<file path="src/hw/fspc_regs.svh">
// Offsets, fields and timing of the flash self-programming controller
// Contract
// - Erase and program act on rows of 32 words (96 bytes).
// - Flash address is table page bits 7:0 joined to the 16-bit address.
// - Low-word table access reaches word bits 15:0, word or byte mode.
// - High-byte table access reaches word bits 23:16, word or byte mode.
// - Panels hold 128 rows; pointer changes at each panel boundary.
// - 32 latches per panel, loaded in order from a 32-word aligned start.
// - Each table write is a 2-cycle single latch word write.
// - Latches reach the array only by a started cycle, one per row.
// - Low address register captures address 15:0 of last table operation.
// - High address register captures address 23:16 of last table operation.
// - Key register is write-only; 0x55 then 0xAA precede erase or program.
// - Software may write both address registers to choose the target.
// - Operation lasts nominally 2 ms; processor stalls until it ends.
// - Go bit 15 starts the operation; hardware clears it on completion.
// - Control selects erase scope, memory type and holds the start bit.
`ifndef FSPC_REGS_SVH
`define FSPC_REGS_SVH

`define FSPC_CTRL_OFS     8'h00
`define FSPC_ADRL_OFS     8'h04
`define FSPC_ADRH_OFS     8'h08
`define FSPC_KEY_OFS      8'h0C
`define FSPC_PAGE_OFS     8'h10

`define FSPC_GO_BIT       15
`define FSPC_PERMIT_BIT   14
`define FSPC_ERR_BIT      13
`define FSPC_OP_MSB       6
`define FSPC_OP_ERASE     7'h41
`define FSPC_OP_PROG      7'h01
`define FSPC_KEY_FIRST    8'h55
`define FSPC_KEY_SECOND   8'hAA

`define FSPC_ROW_WORDS    32
`define FSPC_PANEL_ROWS   128
`define FSPC_ROW_LSB      6
`define FSPC_IDX_W        5
`define FSPC_LAST_IDX     5'h1F

`define FSPC_OP_TIME_NS   2000000
`define FSPC_CLK_NS       20
`define FSPC_OP_CYCLES    (`FSPC_OP_TIME_NS / `FSPC_CLK_NS)
`define FSPC_TIMER_W      20

`define FSPC_RESP_OKAY    2'h0
`define FSPC_RESP_SLVERR  2'h2

`endif

</file>
<file path="src/hw/fspc_pkg.sv">
// Types shared by the flash self-programming controller files
`include "fspc_regs.svh"
package fspc_pkg;

    typedef enum logic [1:0] {
        FSPC_ST_IDLE  = 2'h0,
        FSPC_ST_ERASE = 2'h1,
        FSPC_ST_PROG  = 2'h2,
        FSPC_ST_WAIT  = 2'h3
    } fspc_fsm_t;

    typedef enum logic [1:0] {
        FSPC_KEY_NONE  = 2'h0,
        FSPC_KEY_HALF  = 2'h1,
        FSPC_KEY_ARMED = 2'h2
    } fspc_key_t;

    typedef logic [`FSPC_TIMER_W-1:0] fspc_timer_t;

    typedef struct packed {
        logic                  aw_got;
        logic [7:0]            aw_addr;
        logic                  w_got;
        logic [15:0]           wdata;
        logic [1:0]            wstrb;
        logic                  bvalid;
        logic [1:0]            bresp;
        logic                  rvalid;
        logic [15:0]           rdata;
        logic [1:0]            rresp;
        logic                  go;
        logic                  permit;
        logic                  err;
        logic [6:0]            op;
        logic [15:0]           adr_lo;
        logic [7:0]            adr_hi;
        logic [7:0]            page;
        fspc_key_t             key;
        fspc_fsm_t             st;
        fspc_timer_t           timer;
        logic [`FSPC_IDX_W-1:0] idx;
        logic [1:0]            tpipe;
        logic                  t_write;
        logic                  t_high;
        logic                  t_byte;
        logic                  t_odd;
        logic [23:0]           rd_addr;
        logic [15:0]           tdata;
        logic                  erase_p;
        logic                  prog_we;
        logic [`FSPC_IDX_W-1:0] prog_idx;
    } fspc_core_t;

    typedef struct packed {
        logic [`FSPC_ROW_WORDS-1:0][23:0] mem;
        logic [23:0]                      rd;
    } fspc_mem_t;

endpackage

</file>
<file path="src/hw/fspc_latch_mem.sv">
// Row write latches: 32 words of 24 bits with byte-lane writes
`timescale 1ns/1ps
`default_nettype none
`include "fspc_regs.svh"
module fspc_latch_mem (
    input  wire logic                   clk_in,
    input  wire logic                   reset_n_in,
    input  wire logic [2:0]             wr_en_in,
    input  wire logic [`FSPC_IDX_W-1:0] wr_idx_in,
    input  wire logic [23:0]            wr_data_in,
    input  wire logic [`FSPC_IDX_W-1:0] rd_idx_in,
    output logic      [23:0]            rd_data_out
);
    fspc_pkg::fspc_mem_t q;
    fspc_pkg::fspc_mem_t n;

    // ====================================
    // Lane writes and registered read
    always_comb begin
        n = q;
        for (int l = 0; l < 3; l++) begin
            if (wr_en_in[l]) begin
                n.mem[wr_idx_in][l*8 +: 8] = wr_data_in[l*8 +: 8];
            end
        end
        n.rd = q.mem[rd_idx_in];
    end

    always_ff @(posedge clk_in) begin
        if (!reset_n_in) begin
            q <= '0;
        end else begin
            q <= n;
        end
    end

    assign rd_data_out = q.rd;
endmodule
`default_nettype wire

</file>
<file path="src/hw/fspc_ctrl.sv">
// Flash self-programming controller with AXI4-Lite register port
//
// Implementation choices: the address map and the AXI4-Lite interface to the registers.
`timescale 1ns/1ps
`default_nettype none
`include "fspc_regs.svh"
module fspc_ctrl #(
    parameter int OP_CYCLES = `FSPC_OP_CYCLES
) (
    input  wire logic        clk_in,
    input  wire logic        reset_n_in,
    input  wire logic        s_axi_awvalid_in,
    output logic             s_axi_awready_out,
    input  wire logic [7:0]  s_axi_awaddr_in,
    input  wire logic        s_axi_wvalid_in,
    output logic             s_axi_wready_out,
    input  wire logic [31:0] s_axi_wdata_in,
    input  wire logic [3:0]  s_axi_wstrb_in,
    output logic             s_axi_bvalid_out,
    input  wire logic        s_axi_bready_in,
    output logic      [1:0]  s_axi_bresp_out,
    input  wire logic        s_axi_arvalid_in,
    output logic             s_axi_arready_out,
    input  wire logic [7:0]  s_axi_araddr_in,
    output logic             s_axi_rvalid_out,
    input  wire logic        s_axi_rready_in,
    output logic      [31:0] s_axi_rdata_out,
    output logic      [1:0]  s_axi_rresp_out,
    input  wire logic        tbl_valid_in,
    output logic             tbl_ready_out,
    input  wire logic        tbl_write_in,
    input  wire logic        tbl_high_in,
    input  wire logic        tbl_byte_in,
    input  wire logic [15:0] tbl_ea_in,
    input  wire logic [15:0] tbl_wdata_in,
    output logic             tbl_done_out,
    output logic      [15:0] tbl_rdata_out,
    output logic             core_stall_out,
    output logic      [23:0] flash_rd_addr_out,
    input  wire logic [23:0] flash_rd_data_in,
    output logic             flash_erase_out,
    output logic      [23:0] flash_row_addr_out,
    output logic             flash_prog_out,
    output logic      [4:0]  flash_prog_idx_out,
    output logic      [23:0] flash_prog_data_out
);
    localparam fspc_pkg::fspc_timer_t TIMER_LOAD =
        fspc_pkg::fspc_timer_t'(OP_CYCLES - 1);

    fspc_pkg::fspc_core_t q;
    fspc_pkg::fspc_core_t n;

    logic        aw_rdy;
    logic        w_rdy;
    logic        ar_rdy;
    logic        tbl_take;
    logic        wr_fire;
    logic        idle;
    logic [15:0] cv;
    logic [2:0]  lat_we;
    logic [23:0] lat_wd;
    logic [23:0] lat_rd;

    // ====================================
    // Helper functions
    function automatic logic [15:0] fspc_merge(
        input logic [15:0] old_v,
        input logic [15:0] new_v,
        input logic [1:0]  strb
    );
        fspc_merge = old_v;
        if (strb[0]) begin
            fspc_merge[7:0] = new_v[7:0];
        end
        if (strb[1]) begin
            fspc_merge[15:8] = new_v[15:8];
        end
    endfunction

    function automatic logic fspc_known(input logic [7:0] a);
        fspc_known = (a == `FSPC_CTRL_OFS) || (a == `FSPC_ADRL_OFS) ||
                     (a == `FSPC_ADRH_OFS) || (a == `FSPC_KEY_OFS) ||
                     (a == `FSPC_PAGE_OFS);
    endfunction

    function automatic logic [15:0] fspc_pick(
        input logic [23:0] d,
        input logic        hi,
        input logic        byte_m,
        input logic        odd
    );
        if (hi) begin
            fspc_pick = (byte_m && odd) ? 16'h0000 : {8'h00, d[23:16]};
        end else if (byte_m) begin
            fspc_pick = {8'h00, odd ? d[15:8] : d[7:0]};
        end else begin
            fspc_pick = d[15:0];
        end
    endfunction

    function automatic logic [15:0] fspc_ctrl_word(
        input fspc_pkg::fspc_core_t s
    );
        fspc_ctrl_word = 16'h0000;
        fspc_ctrl_word[`FSPC_GO_BIT] = s.go;
        fspc_ctrl_word[`FSPC_PERMIT_BIT] = s.permit;
        fspc_ctrl_word[`FSPC_ERR_BIT] = s.err;
        fspc_ctrl_word[`FSPC_OP_MSB:0] = s.op;
    endfunction

    // ====================================
    // Handshakes
    assign idle     = (q.st == fspc_pkg::FSPC_ST_IDLE);
    assign aw_rdy   = !q.aw_got && !q.bvalid;
    assign w_rdy    = !q.w_got && !q.bvalid;
    assign ar_rdy   = !q.rvalid;
    assign wr_fire  = q.aw_got && q.w_got && !q.bvalid;
    assign tbl_ready_out = idle && (q.tpipe == 2'h0);
    assign tbl_take = tbl_valid_in && tbl_ready_out;
    assign cv = fspc_merge(fspc_ctrl_word(q), q.wdata, q.wstrb);

    // ====================================
    // Latch write lanes
    assign lat_we[0] = tbl_take && tbl_write_in && !tbl_high_in &&
                       !(tbl_byte_in && tbl_ea_in[0]);
    assign lat_we[1] = tbl_take && tbl_write_in && !tbl_high_in &&
                       !(tbl_byte_in && !tbl_ea_in[0]);
    assign lat_we[2] = tbl_take && tbl_write_in && tbl_high_in &&
                       !(tbl_byte_in && tbl_ea_in[0]);
    assign lat_wd = {tbl_wdata_in[7:0],
                     tbl_byte_in ? tbl_wdata_in[7:0] : tbl_wdata_in[15:8],
                     tbl_wdata_in[7:0]};

    fspc_latch_mem u_latch (
        .clk_in      (clk_in),
        .reset_n_in  (reset_n_in),
        .wr_en_in    (lat_we),
        .wr_idx_in   (tbl_ea_in[`FSPC_IDX_W:1]),
        .wr_data_in  (lat_wd),
        .rd_idx_in   (q.idx),
        .rd_data_out (lat_rd)
    );

    // ====================================
    // Next state
    always_comb begin
        n = q;
        n.erase_p = 1'b0;
        n.prog_we = 1'b0;

        // Write capture
        if (s_axi_awvalid_in && aw_rdy) begin
            n.aw_got  = 1'b1;
            n.aw_addr = s_axi_awaddr_in;
        end
        if (s_axi_wvalid_in && w_rdy) begin
            n.w_got = 1'b1;
            n.wdata = s_axi_wdata_in[15:0];
            n.wstrb = s_axi_wstrb_in[1:0];
        end
        if (q.bvalid && s_axi_bready_in) begin
            n.bvalid = 1'b0;
        end

        // Table operations
        n.tpipe = {q.tpipe[0], tbl_take};
        if (tbl_take) begin
            n.t_write = tbl_write_in;
            n.t_high  = tbl_high_in;
            n.t_byte  = tbl_byte_in;
            n.t_odd   = tbl_ea_in[0];
            n.adr_lo  = tbl_ea_in;
            n.adr_hi  = q.page;
            n.rd_addr = {q.page, tbl_ea_in};
        end
        if (q.tpipe[0] && !q.t_write) begin
            n.tdata = fspc_pick(flash_rd_data_in, q.t_high, q.t_byte,
                                q.t_odd);
        end

        // Register writes
        if (wr_fire) begin
            n.aw_got = 1'b0;
            n.w_got  = 1'b0;
            n.bvalid = 1'b1;
            n.bresp  = fspc_known(q.aw_addr) ? `FSPC_RESP_OKAY
                                             : `FSPC_RESP_SLVERR;
            if (idle) begin
                unique case (q.aw_addr)
                    `FSPC_CTRL_OFS: begin
                        n.permit = cv[`FSPC_PERMIT_BIT];
                        n.op     = cv[`FSPC_OP_MSB:0];
                        n.err    = cv[`FSPC_ERR_BIT];
                        n.key    = fspc_pkg::FSPC_KEY_NONE;
                        if (cv[`FSPC_GO_BIT]) begin
                            if (q.key == fspc_pkg::FSPC_KEY_ARMED &&
                                cv[`FSPC_PERMIT_BIT] &&
                                (cv[`FSPC_OP_MSB:0] == `FSPC_OP_ERASE ||
                                 cv[`FSPC_OP_MSB:0] == `FSPC_OP_PROG)) begin
                                n.go    = 1'b1;
                                n.timer = TIMER_LOAD;
                                n.idx   = '0;
                                n.st    = (cv[`FSPC_OP_MSB:0] ==
                                           `FSPC_OP_ERASE)
                                          ? fspc_pkg::FSPC_ST_ERASE
                                          : fspc_pkg::FSPC_ST_PROG;
                            end else begin
                                n.err = 1'b1;
                            end
                        end
                    end
                    `FSPC_ADRL_OFS: begin
                        n.adr_lo = fspc_merge(q.adr_lo, q.wdata,
                                              q.wstrb);
                    end
                    `FSPC_ADRH_OFS: begin
                        if (q.wstrb[0]) begin
                            n.adr_hi = q.wdata[7:0];
                        end
                    end
                    `FSPC_KEY_OFS: begin
                        if (q.wstrb[0]) begin
                            if (q.wdata[7:0] == `FSPC_KEY_FIRST) begin
                                n.key = fspc_pkg::FSPC_KEY_HALF;
                            end else if (q.wdata[7:0] == `FSPC_KEY_SECOND &&
                                q.key == fspc_pkg::FSPC_KEY_HALF) begin
                                n.key = fspc_pkg::FSPC_KEY_ARMED;
                            end else begin
                                n.key = fspc_pkg::FSPC_KEY_NONE;
                            end
                        end
                    end
                    `FSPC_PAGE_OFS: begin
                        if (q.wstrb[0]) begin
                            n.page = q.wdata[7:0];
                        end
                    end
                    default: begin
                    end
                endcase
            end
        end

        // Register reads
        if (q.rvalid && s_axi_rready_in) begin
            n.rvalid = 1'b0;
        end
        if (s_axi_arvalid_in && ar_rdy) begin
            n.rvalid = 1'b1;
            n.rresp  = fspc_known(s_axi_araddr_in) ? `FSPC_RESP_OKAY
                                                   : `FSPC_RESP_SLVERR;
            unique case (s_axi_araddr_in)
                `FSPC_CTRL_OFS: n.rdata = fspc_ctrl_word(q);
                `FSPC_ADRL_OFS: n.rdata = q.adr_lo;
                `FSPC_ADRH_OFS: n.rdata = {8'h00, q.adr_hi};
                `FSPC_PAGE_OFS: n.rdata = {8'h00, q.page};
                default:        n.rdata = 16'h0000;
            endcase
        end

        // Operation sequencer
        if (!idle && q.timer != '0) begin
            n.timer = q.timer - 1'b1;
        end
        unique case (q.st)
            fspc_pkg::FSPC_ST_IDLE: begin
            end
            fspc_pkg::FSPC_ST_ERASE: begin
                n.erase_p = 1'b1;
                n.st      = fspc_pkg::FSPC_ST_WAIT;
            end
            fspc_pkg::FSPC_ST_PROG: begin
                n.prog_we  = 1'b1;
                n.prog_idx = q.idx;
                n.idx      = q.idx + 1'b1;
                if (q.idx == `FSPC_LAST_IDX) begin
                    n.st = fspc_pkg::FSPC_ST_WAIT;
                end
            end
            fspc_pkg::FSPC_ST_WAIT: begin
                if (q.timer == '0) begin
                    n.st = fspc_pkg::FSPC_ST_IDLE;
                    n.go = 1'b0;
                end
            end
        endcase
    end

    // ====================================
    // State register
    always_ff @(posedge clk_in) begin
        if (!reset_n_in) begin
            q <= '0;
        end else begin
            q <= n;
        end
    end

    // ====================================
    // Outputs
    assign s_axi_awready_out   = aw_rdy;
    assign s_axi_wready_out    = w_rdy;
    assign s_axi_bvalid_out    = q.bvalid;
    assign s_axi_bresp_out     = q.bresp;
    assign s_axi_arready_out   = ar_rdy;
    assign s_axi_rvalid_out    = q.rvalid;
    assign s_axi_rdata_out     = {16'h0000, q.rdata};
    assign s_axi_rresp_out     = q.rresp;
    assign tbl_done_out        = q.tpipe[1];
    assign tbl_rdata_out       = q.tdata;
    assign core_stall_out      = !idle;
    assign flash_rd_addr_out   = q.rd_addr;
    assign flash_erase_out     = q.erase_p;
    assign flash_row_addr_out  = {q.adr_hi, q.adr_lo[15:`FSPC_ROW_LSB],
                                  `FSPC_ROW_LSB'(0)};
    assign flash_prog_out      = q.prog_we;
    assign flash_prog_idx_out  = q.prog_idx;
    assign flash_prog_data_out = lat_rd;
endmodule
`default_nettype wire

</file>
<file path="config.mk">
export PLATFORM = sky130hd
export DESIGN_NAME = fspc_ctrl
export DESIGN_NICKNAME = d
export VERILOG_FILES = /design/src/hw/fspc_pkg.sv /design/src/hw/fspc_latch_mem.sv /design/src/hw/fspc_ctrl.sv
export VERILOG_INCLUDE_DIRS = /design/src /design/src/hw
export SDC_FILE = /design/constraint.sdc
export NUM_CORES = 2
export LEC_CHECK = 0
export ABC_AREA = 0
export BUFFER_PORTS_ARGS = -buffer_cell sky130_fd_sc_hd__buf_2
export CAP_MARGIN = 5
export CORE_MARGIN = 1.5
export CORE_UTILIZATION = 30
export DETAILED_ROUTE_END_ITERATION = 12
export GPL_ROUTABILITY_DRIVEN = 1
export PLACE_DENSITY = 0.45
export SKIP_CTS_REPAIR_TIMING = 1
export SLEW_MARGIN = 20
export SYNTH_ARGS = -nofsm -noshare
export SYNTH_HDL_FRONTEND = slang
export SYNTH_SLANG_ARGS = --single-unit
</file>
<file path="constraint.sdc">
create_clock -name clk_in -period 5.9 [get_ports clk_in]
set_clock_uncertainty 0.05 [all_clocks]
set_input_delay 0.59 -clock clk_in [delete_from_list [all_inputs] [get_ports clk_in]]
set_output_delay 0.59 -clock clk_in [all_outputs]
set_load 0.1 [all_outputs]
</file>
* Word level (Yosys, flattened, before mapping)
Index checks and enable logic that the tools add are counted.
Cells by class: add/sub/neg operators 2, $lt $le $gt $ge 3, equality and inequality tests 21, multiplexer cells 60, bitwise operators 1, reduce and logical (&&, ||, !) cells 70
Operator list (count):
- $bwmux W768 | 3
- $mux W768 | 3
- $demux W24 S5 | 3
- $mux W71 | 2
- $bmux W24 S5 | 1
- $mux W8 | 11
- $mux W27 | 3
- $mux W24 | 3
- $mux W16 | 4
- $pmux W16 S4 | 1
- $eq A8 B4 Y1 const B | 4
- $logic_and A1 B1 Y1 | 26
- $reduce_bool A2 Y1 | 13
- $logic_not A20 Y1 | 1
- $mux W20 | 1
- $reduce_bool A20 Y1 | 1
- $sub A20 B1 Y20 const B | 1
- $mux W19 | 1
- $eq A8 B3 Y1 const B | 2
- $eq A8 B5 Y1 const B | 2
- $logic_not A8 Y1 | 2
- $mux W2 | 8
- $lt A5 B6 Y1 const B | 2
- $logic_not A1 Y1 | 10
- 26 further kinds | 49
Word-level totals: register bits after elaboration 966, bits of input ports 119, output and inout port bits 139, logic and storage cells 222

* Depth between registers and ports, before layout
depth in word-level cells 11, depth in mapped cells 9, depth with buffers taken out 7

* Modules after synthesis
Synthesis repeated with hierarchy kept, for this count alone.
Second synthesis, totals: cells, all modules 4123, area total of the unflattened synthesis 45763.9 um^2
Modules (own cells, without submodules):
- fspc_latch_mem | instances 1, cells each 3126, area an instance 37433.4 um^2, seq. area each 15855.2 um^2
- fspc_ctrl | instances 1, cells each 997, area an instance 8330.5 um^2, seq. area each 3423.3 um^2

* Least setup slack after synthesis
No wires, ideal clock.
path kind reg2reg, from reg q (netlist bit tbl_done_out), to reg u_latch.q[704] in the netlist's numbering, library setup time 72 ps, data arrival time 3411 ps, data required time 5778 ps, slack 2367 ps, cell stages (with the launch flop) 9, buffers on the path 3, clock period less this slack 3533 ps, cells stage by stage dfxtp_1 -> nor4_4 -> nand4_1 -> buf_2 -> a21o_1 -> buf_6 -> buf_6 -> nor3_4 -> mux2i_1
Between the ends: word-level cells in the longest chain between the ends 11, elaborated cells between the ends (all ways) 14, classes of those cells mux: 5; reduce/logical: 9
Ends and longest elaborated chain:
- from (decl) | line fspc_ctrl.sv:50 | fspc_pkg::fspc_core_t q;
- from (signal assigned) | line fspc_ctrl.sv:295 | q <= n;
- $logic_not A2 Y1 * | line fspc_ctrl.sv:118 | assign tbl_ready_out = idle && (q.tpipe == 2'h0);
- $logic_and A1 B1 Y1 * | line fspc_ctrl.sv:118
- net tbl_ready_out | line fspc_ctrl.sv:30 | output logic tbl_ready_out,
- $logic_and A1 B1 Y1 * | line fspc_ctrl.sv:119 | assign tbl_take = tbl_valid_in && tbl_ready_out;
- $logic_and A1 B1 Y1 * | line fspc_ctrl.sv:124, fspc_ctrl.sv:126, fspc_ctrl.sv:128
- $logic_and A1 B1 Y1 | line fspc_ctrl.sv:124, fspc_ctrl.sv:126
- $logic_and A1 B1 Y1 | line fspc_ctrl.sv:124 | assign lat_we[0] = tbl_take && tbl_write_in && !tbl_high_in &&
- $mux W768 | line fspc_latch_mem.sv:22 | if (wr_en_in[l]) begin
- $bwmux W768 | line fspc_latch_mem.sv:23 | n.mem[wr_idx_in][l*8 +: 8] = wr_data_in[l*8 +: 8];
- $mux W768 | line fspc_latch_mem.sv:22
- $bwmux W768 | line fspc_latch_mem.sv:23
- $mux W768 * | line fspc_latch_mem.sv:22
- to (signal assigned) | line fspc_latch_mem.sv:33 | q <= n;
- to (decl) | line fspc_latch_mem.sv:14 | fspc_pkg::fspc_mem_t q;
The timed path passes the listed nets; every way through them passes the cells marked *. A chain may end at the register's enable or synchronous reset.

* Final worst setup path
from reg q[78] in the netlist's numbering, to reg u_latch.q[686] in the netlist's numbering
Between the ends: word-level cells in the longest chain between the ends 11, elaborated cells between the ends (all ways) 14, classes of those cells mux: 5; reduce/logical: 9
Ends and longest elaborated chain:
- $logic_not A2 Y1 * | line fspc_ctrl.sv:113 | assign idle = (q.st == fspc_pkg::FSPC_ST_IDLE);
- $logic_and A1 B1 Y1 * | line fspc_ctrl.sv:118
- $logic_and A1 B1 Y1 * | line fspc_ctrl.sv:119
- $logic_and A1 B1 Y1 * | line fspc_ctrl.sv:124, fspc_ctrl.sv:126, fspc_ctrl.sv:128
- $logic_and A1 B1 Y1 | line fspc_ctrl.sv:124, fspc_ctrl.sv:126
- $logic_and A1 B1 Y1 | line fspc_ctrl.sv:124
- $mux W768 | line fspc_latch_mem.sv:22
- $bwmux W768 | line fspc_latch_mem.sv:23
- $mux W768 | line fspc_latch_mem.sv:22
- $bwmux W768 | line fspc_latch_mem.sv:23
- $mux W768 * | line fspc_latch_mem.sv:22
Mark *: on every way between the ends. The rest lies on a longest branch, timed or not.

==> metrics <==
Final Slew Violations 0; worst hold stages 3; Tot GR Track Use 17.3%; r2r worst-path depth 6; post-synth top area share 46.4%; TritonCTS buffer count 110; Post-Layout Cell Count 5989; critical path launch point type flop; Clock Latency Late Sink 0.72 ns; synthesized cell area 41600 um2; die height 375 um; DR iter-0 viols 2042; CP max FO 20; Multi-input gate area 19900 um2; most frequent cell after synthesis dfxtp_1; met2 usage 28.7%; io pins 258; WP data required 6.48 ns; Worst-path clk slew 0.06 ns; share of layout cells above drive strength 1 17.1%; slowest cell on the critical path nand4_1; initial core utilization 30.2%; post-synthesis cell count 4225; RSZ-0062 raised after global routing no; Fin Setup TNS 0 ns; Buf/Inv on CP 1; Avg Inst Size Synth 9.84 um2; DRT Wirelength 125000 um; 1st-pass router iterations 5; Antenna diodes 0; antenna viol nets, final 0; Final #Nets 4249; port buffer count 215; hpwl dp 77900 um; die footprint 141000 um2; Static Leakage 15.5 nW; Post-synth ARST share 0%; Ys Warns 0; CTS tree done; outcome finished clean; largest cells by area after synthesis dfxtp_1 (46%), mux2i_1 (11%), mux4_2 (10%); Worst setup EP type flop; slew of the pin with the lowest slew margin 1.16 ns; FF+latch count, synth 963; global-route wire length before repair 188000 um; largest net degree at the start of global routing 227; clock root buffer clkbuf_16; Final Critical Period 3.68 ns; R2R setup slack 2.22 ns; Num Clock Sinks 963; sequential area share after synthesis 46.4%; Core Box Area 137000 um2; Synth Flop Type dfxtp_1; cell family with most CP delay simple AND/OR/NAND/NOR gates; VDD IR-drop max 0.000219 V; max_cap viols 0; Cell Pwr Density 301 nW/um2; DRC Markers 0; Remaining Overflow, GRT 0; met1 GRT Util 23.2%; pre-CTS setup slack 1.98 ns; critical path cell sequence nor4_4 -> nand4_1 -> a21o_4 -> buf_4 -> nor3_4 -> mux2i_1; Fmax 272 MHz; PnR worst setup slack 2.22 ns; CP Depth 6; drt wl/cell 20.8 um; Yosys cell types 74; relative slew slack 22.9%; cell taking the most area after synthesis dfxtp_1; number of global-route vias before repair 29000; period utilisation layout 62.3%; WS Path Type flop to flop; number of synthesized flops with an enable pin 0; Core Rows 136; GRT Max-Usage Layer met2; Final setup violation count 0; most common library cells after synthesis dfxtp_1 (963), nand2_1 (631), mux2i_1 (452), nand3_1 (410), clkbuf_1 (307); CP max stage delay 0.75 ns; CP arrival 4.25 ns; HP Class input port to flop; initial antenna violation count 5; # placed instances 5808; vias per cell 5.06; GPL Wtd Cong 0.786; Syn-to-layout area delta 11.9%; FILL cells 14100; routed vias 30300; Die W 375 um; Hold Vio Cnt, Final 0; grt met3 use 2.74%; # H-tree levels 3; Longest Clk Path Bufs 3; storage element area 19300 um2
==> cells in the final DEF, fill, tap and decap left out, types with 16 or more instances in the layout <==
master,synthesis,routed
dfxtp_1,963,959
nand2_1,631,622
mux2i_1,452,452
nand3_1,410,410
o21ai_0,251,251
buf_2,24,214
mux4_2,192,192
o21ai_1,153,153
a21oi_1,149,149
clkbuf_16,0,113
nor2_1,90,89
buf_4,131,52
a22o_1,32,32
nand2b_1,30,30
clkbuf_1,307,30
nor2_4,29,29
nor3_1,29,29
or3_1,28,28
a22oi_1,28,28
a221oi_1,25,25
a221o_1,24,24
conb_1,1,24
o221ai_1,16,16
clkbuf_8,0,16
==> power breakdown <==
| part | leakage [nW] | total, W | switching (W) | internal, W |
|---|---|---|---|---|
| sequential | 7.77 | 0.00660 | 0.0000512 | 0.00655 |
| combinational | 6.06 | 0.000820 | 0.000684 | 0.000137 |
| clock | 1.66 | 0.00661 | 0.00276 | 0.00384 |
| total | 15.5 | 0.0140 | 0.00350 | 0.0105 |
==> area by class of cell <==
class	count	area share [%]
Sequential cell	963	41.5
Timing Repair Buffer	274	3.45
Clock buffer	159	6.79
Clock inverter	21	0.530
Multi-Input combinational cell	2767	42.9
Tap cell	1794	4.82
Inverter	11	0.0941
==> tightest hold or removal path: cells and delay by family <==
kind	cells	cell delay, ns
compound gates	1	0.05
buf+inv	1	0.10
simple gates	1	0.05
==> final timing paths <==
check                startpoint                 end
max reg2reg               q[78]      u_latch.q[686]
min           s_axi_wdata_in[5]              q[153]
min reg2reg  s_axi_rdata_out[8]  s_axi_rdata_out[8]
max                       q[78]      u_latch.q[686]
==> logic make-up (layout without fill, tap and decap cells) <==
kind of cell / count (synthesis) / count (layout) / share of synthesized area [%]
AO/OA/AOI/OAI: 725 / 725 / 10.2
multiplexers: 653 / 653 / 21.5
other: 1 / 24 / 0.00902
flip-flops: 963 / 963 / 46.4
adder cells (fa/ha/maj): 3 / 3 / 0.0903
XOR/XNOR: 1 / 1 / 0.0211
buffers and inverters: 518 / 465 / 5.98
AND/OR/NAND/NOR: 1361 / 1361 / 15.8
==> flip-flops by register name, summed over array words and instances, names as in the netlist <==
register and flops:
flash_row_addr_out 18, flash_prog_idx_out 5, u_latch.q 768, s_axi_rdata_out 16, flash_prog_out 1, tbl_done_out 1
s_axi_rvalid_out 1, tbl_rdata_out 16, s_axi_bresp_out 1, q 84, flash_rd_addr_out 24, n 1
u_latch.rd_data_out 24, flash_erase_out 1, s_axi_rresp_out 1, s_axi_bvalid_out 1
==> per-layer routing <==
layer	share of wire (%)	wire length [um]
met1	46	57300
met2	47	58700
met3	4.4	5450
met4	2.6	3260
met5	0.0088	11
==> through the flow <==
| stage | util, % | hold slack, ns | area (um2) | power [W] |
|---|---|---|---|---|
| finish | 33.8 | 0.0558 | 46500 | 0.0140 |
| global route | 33.8 | 0.0423 | 46500 | 0.0145 |
| detailed placement | 31.4 | 0.393 | 43100 | 0.00757 |
| CTS | 33.8 | -0.0558 | 46500 | 0.0143 |
| global placement | 31.4 | 0.386 | 43100 | 0.00757 |
| floorplan | - | 0.382 | 41700 | 0.00736 |
(Power assumes the default switching activity.)
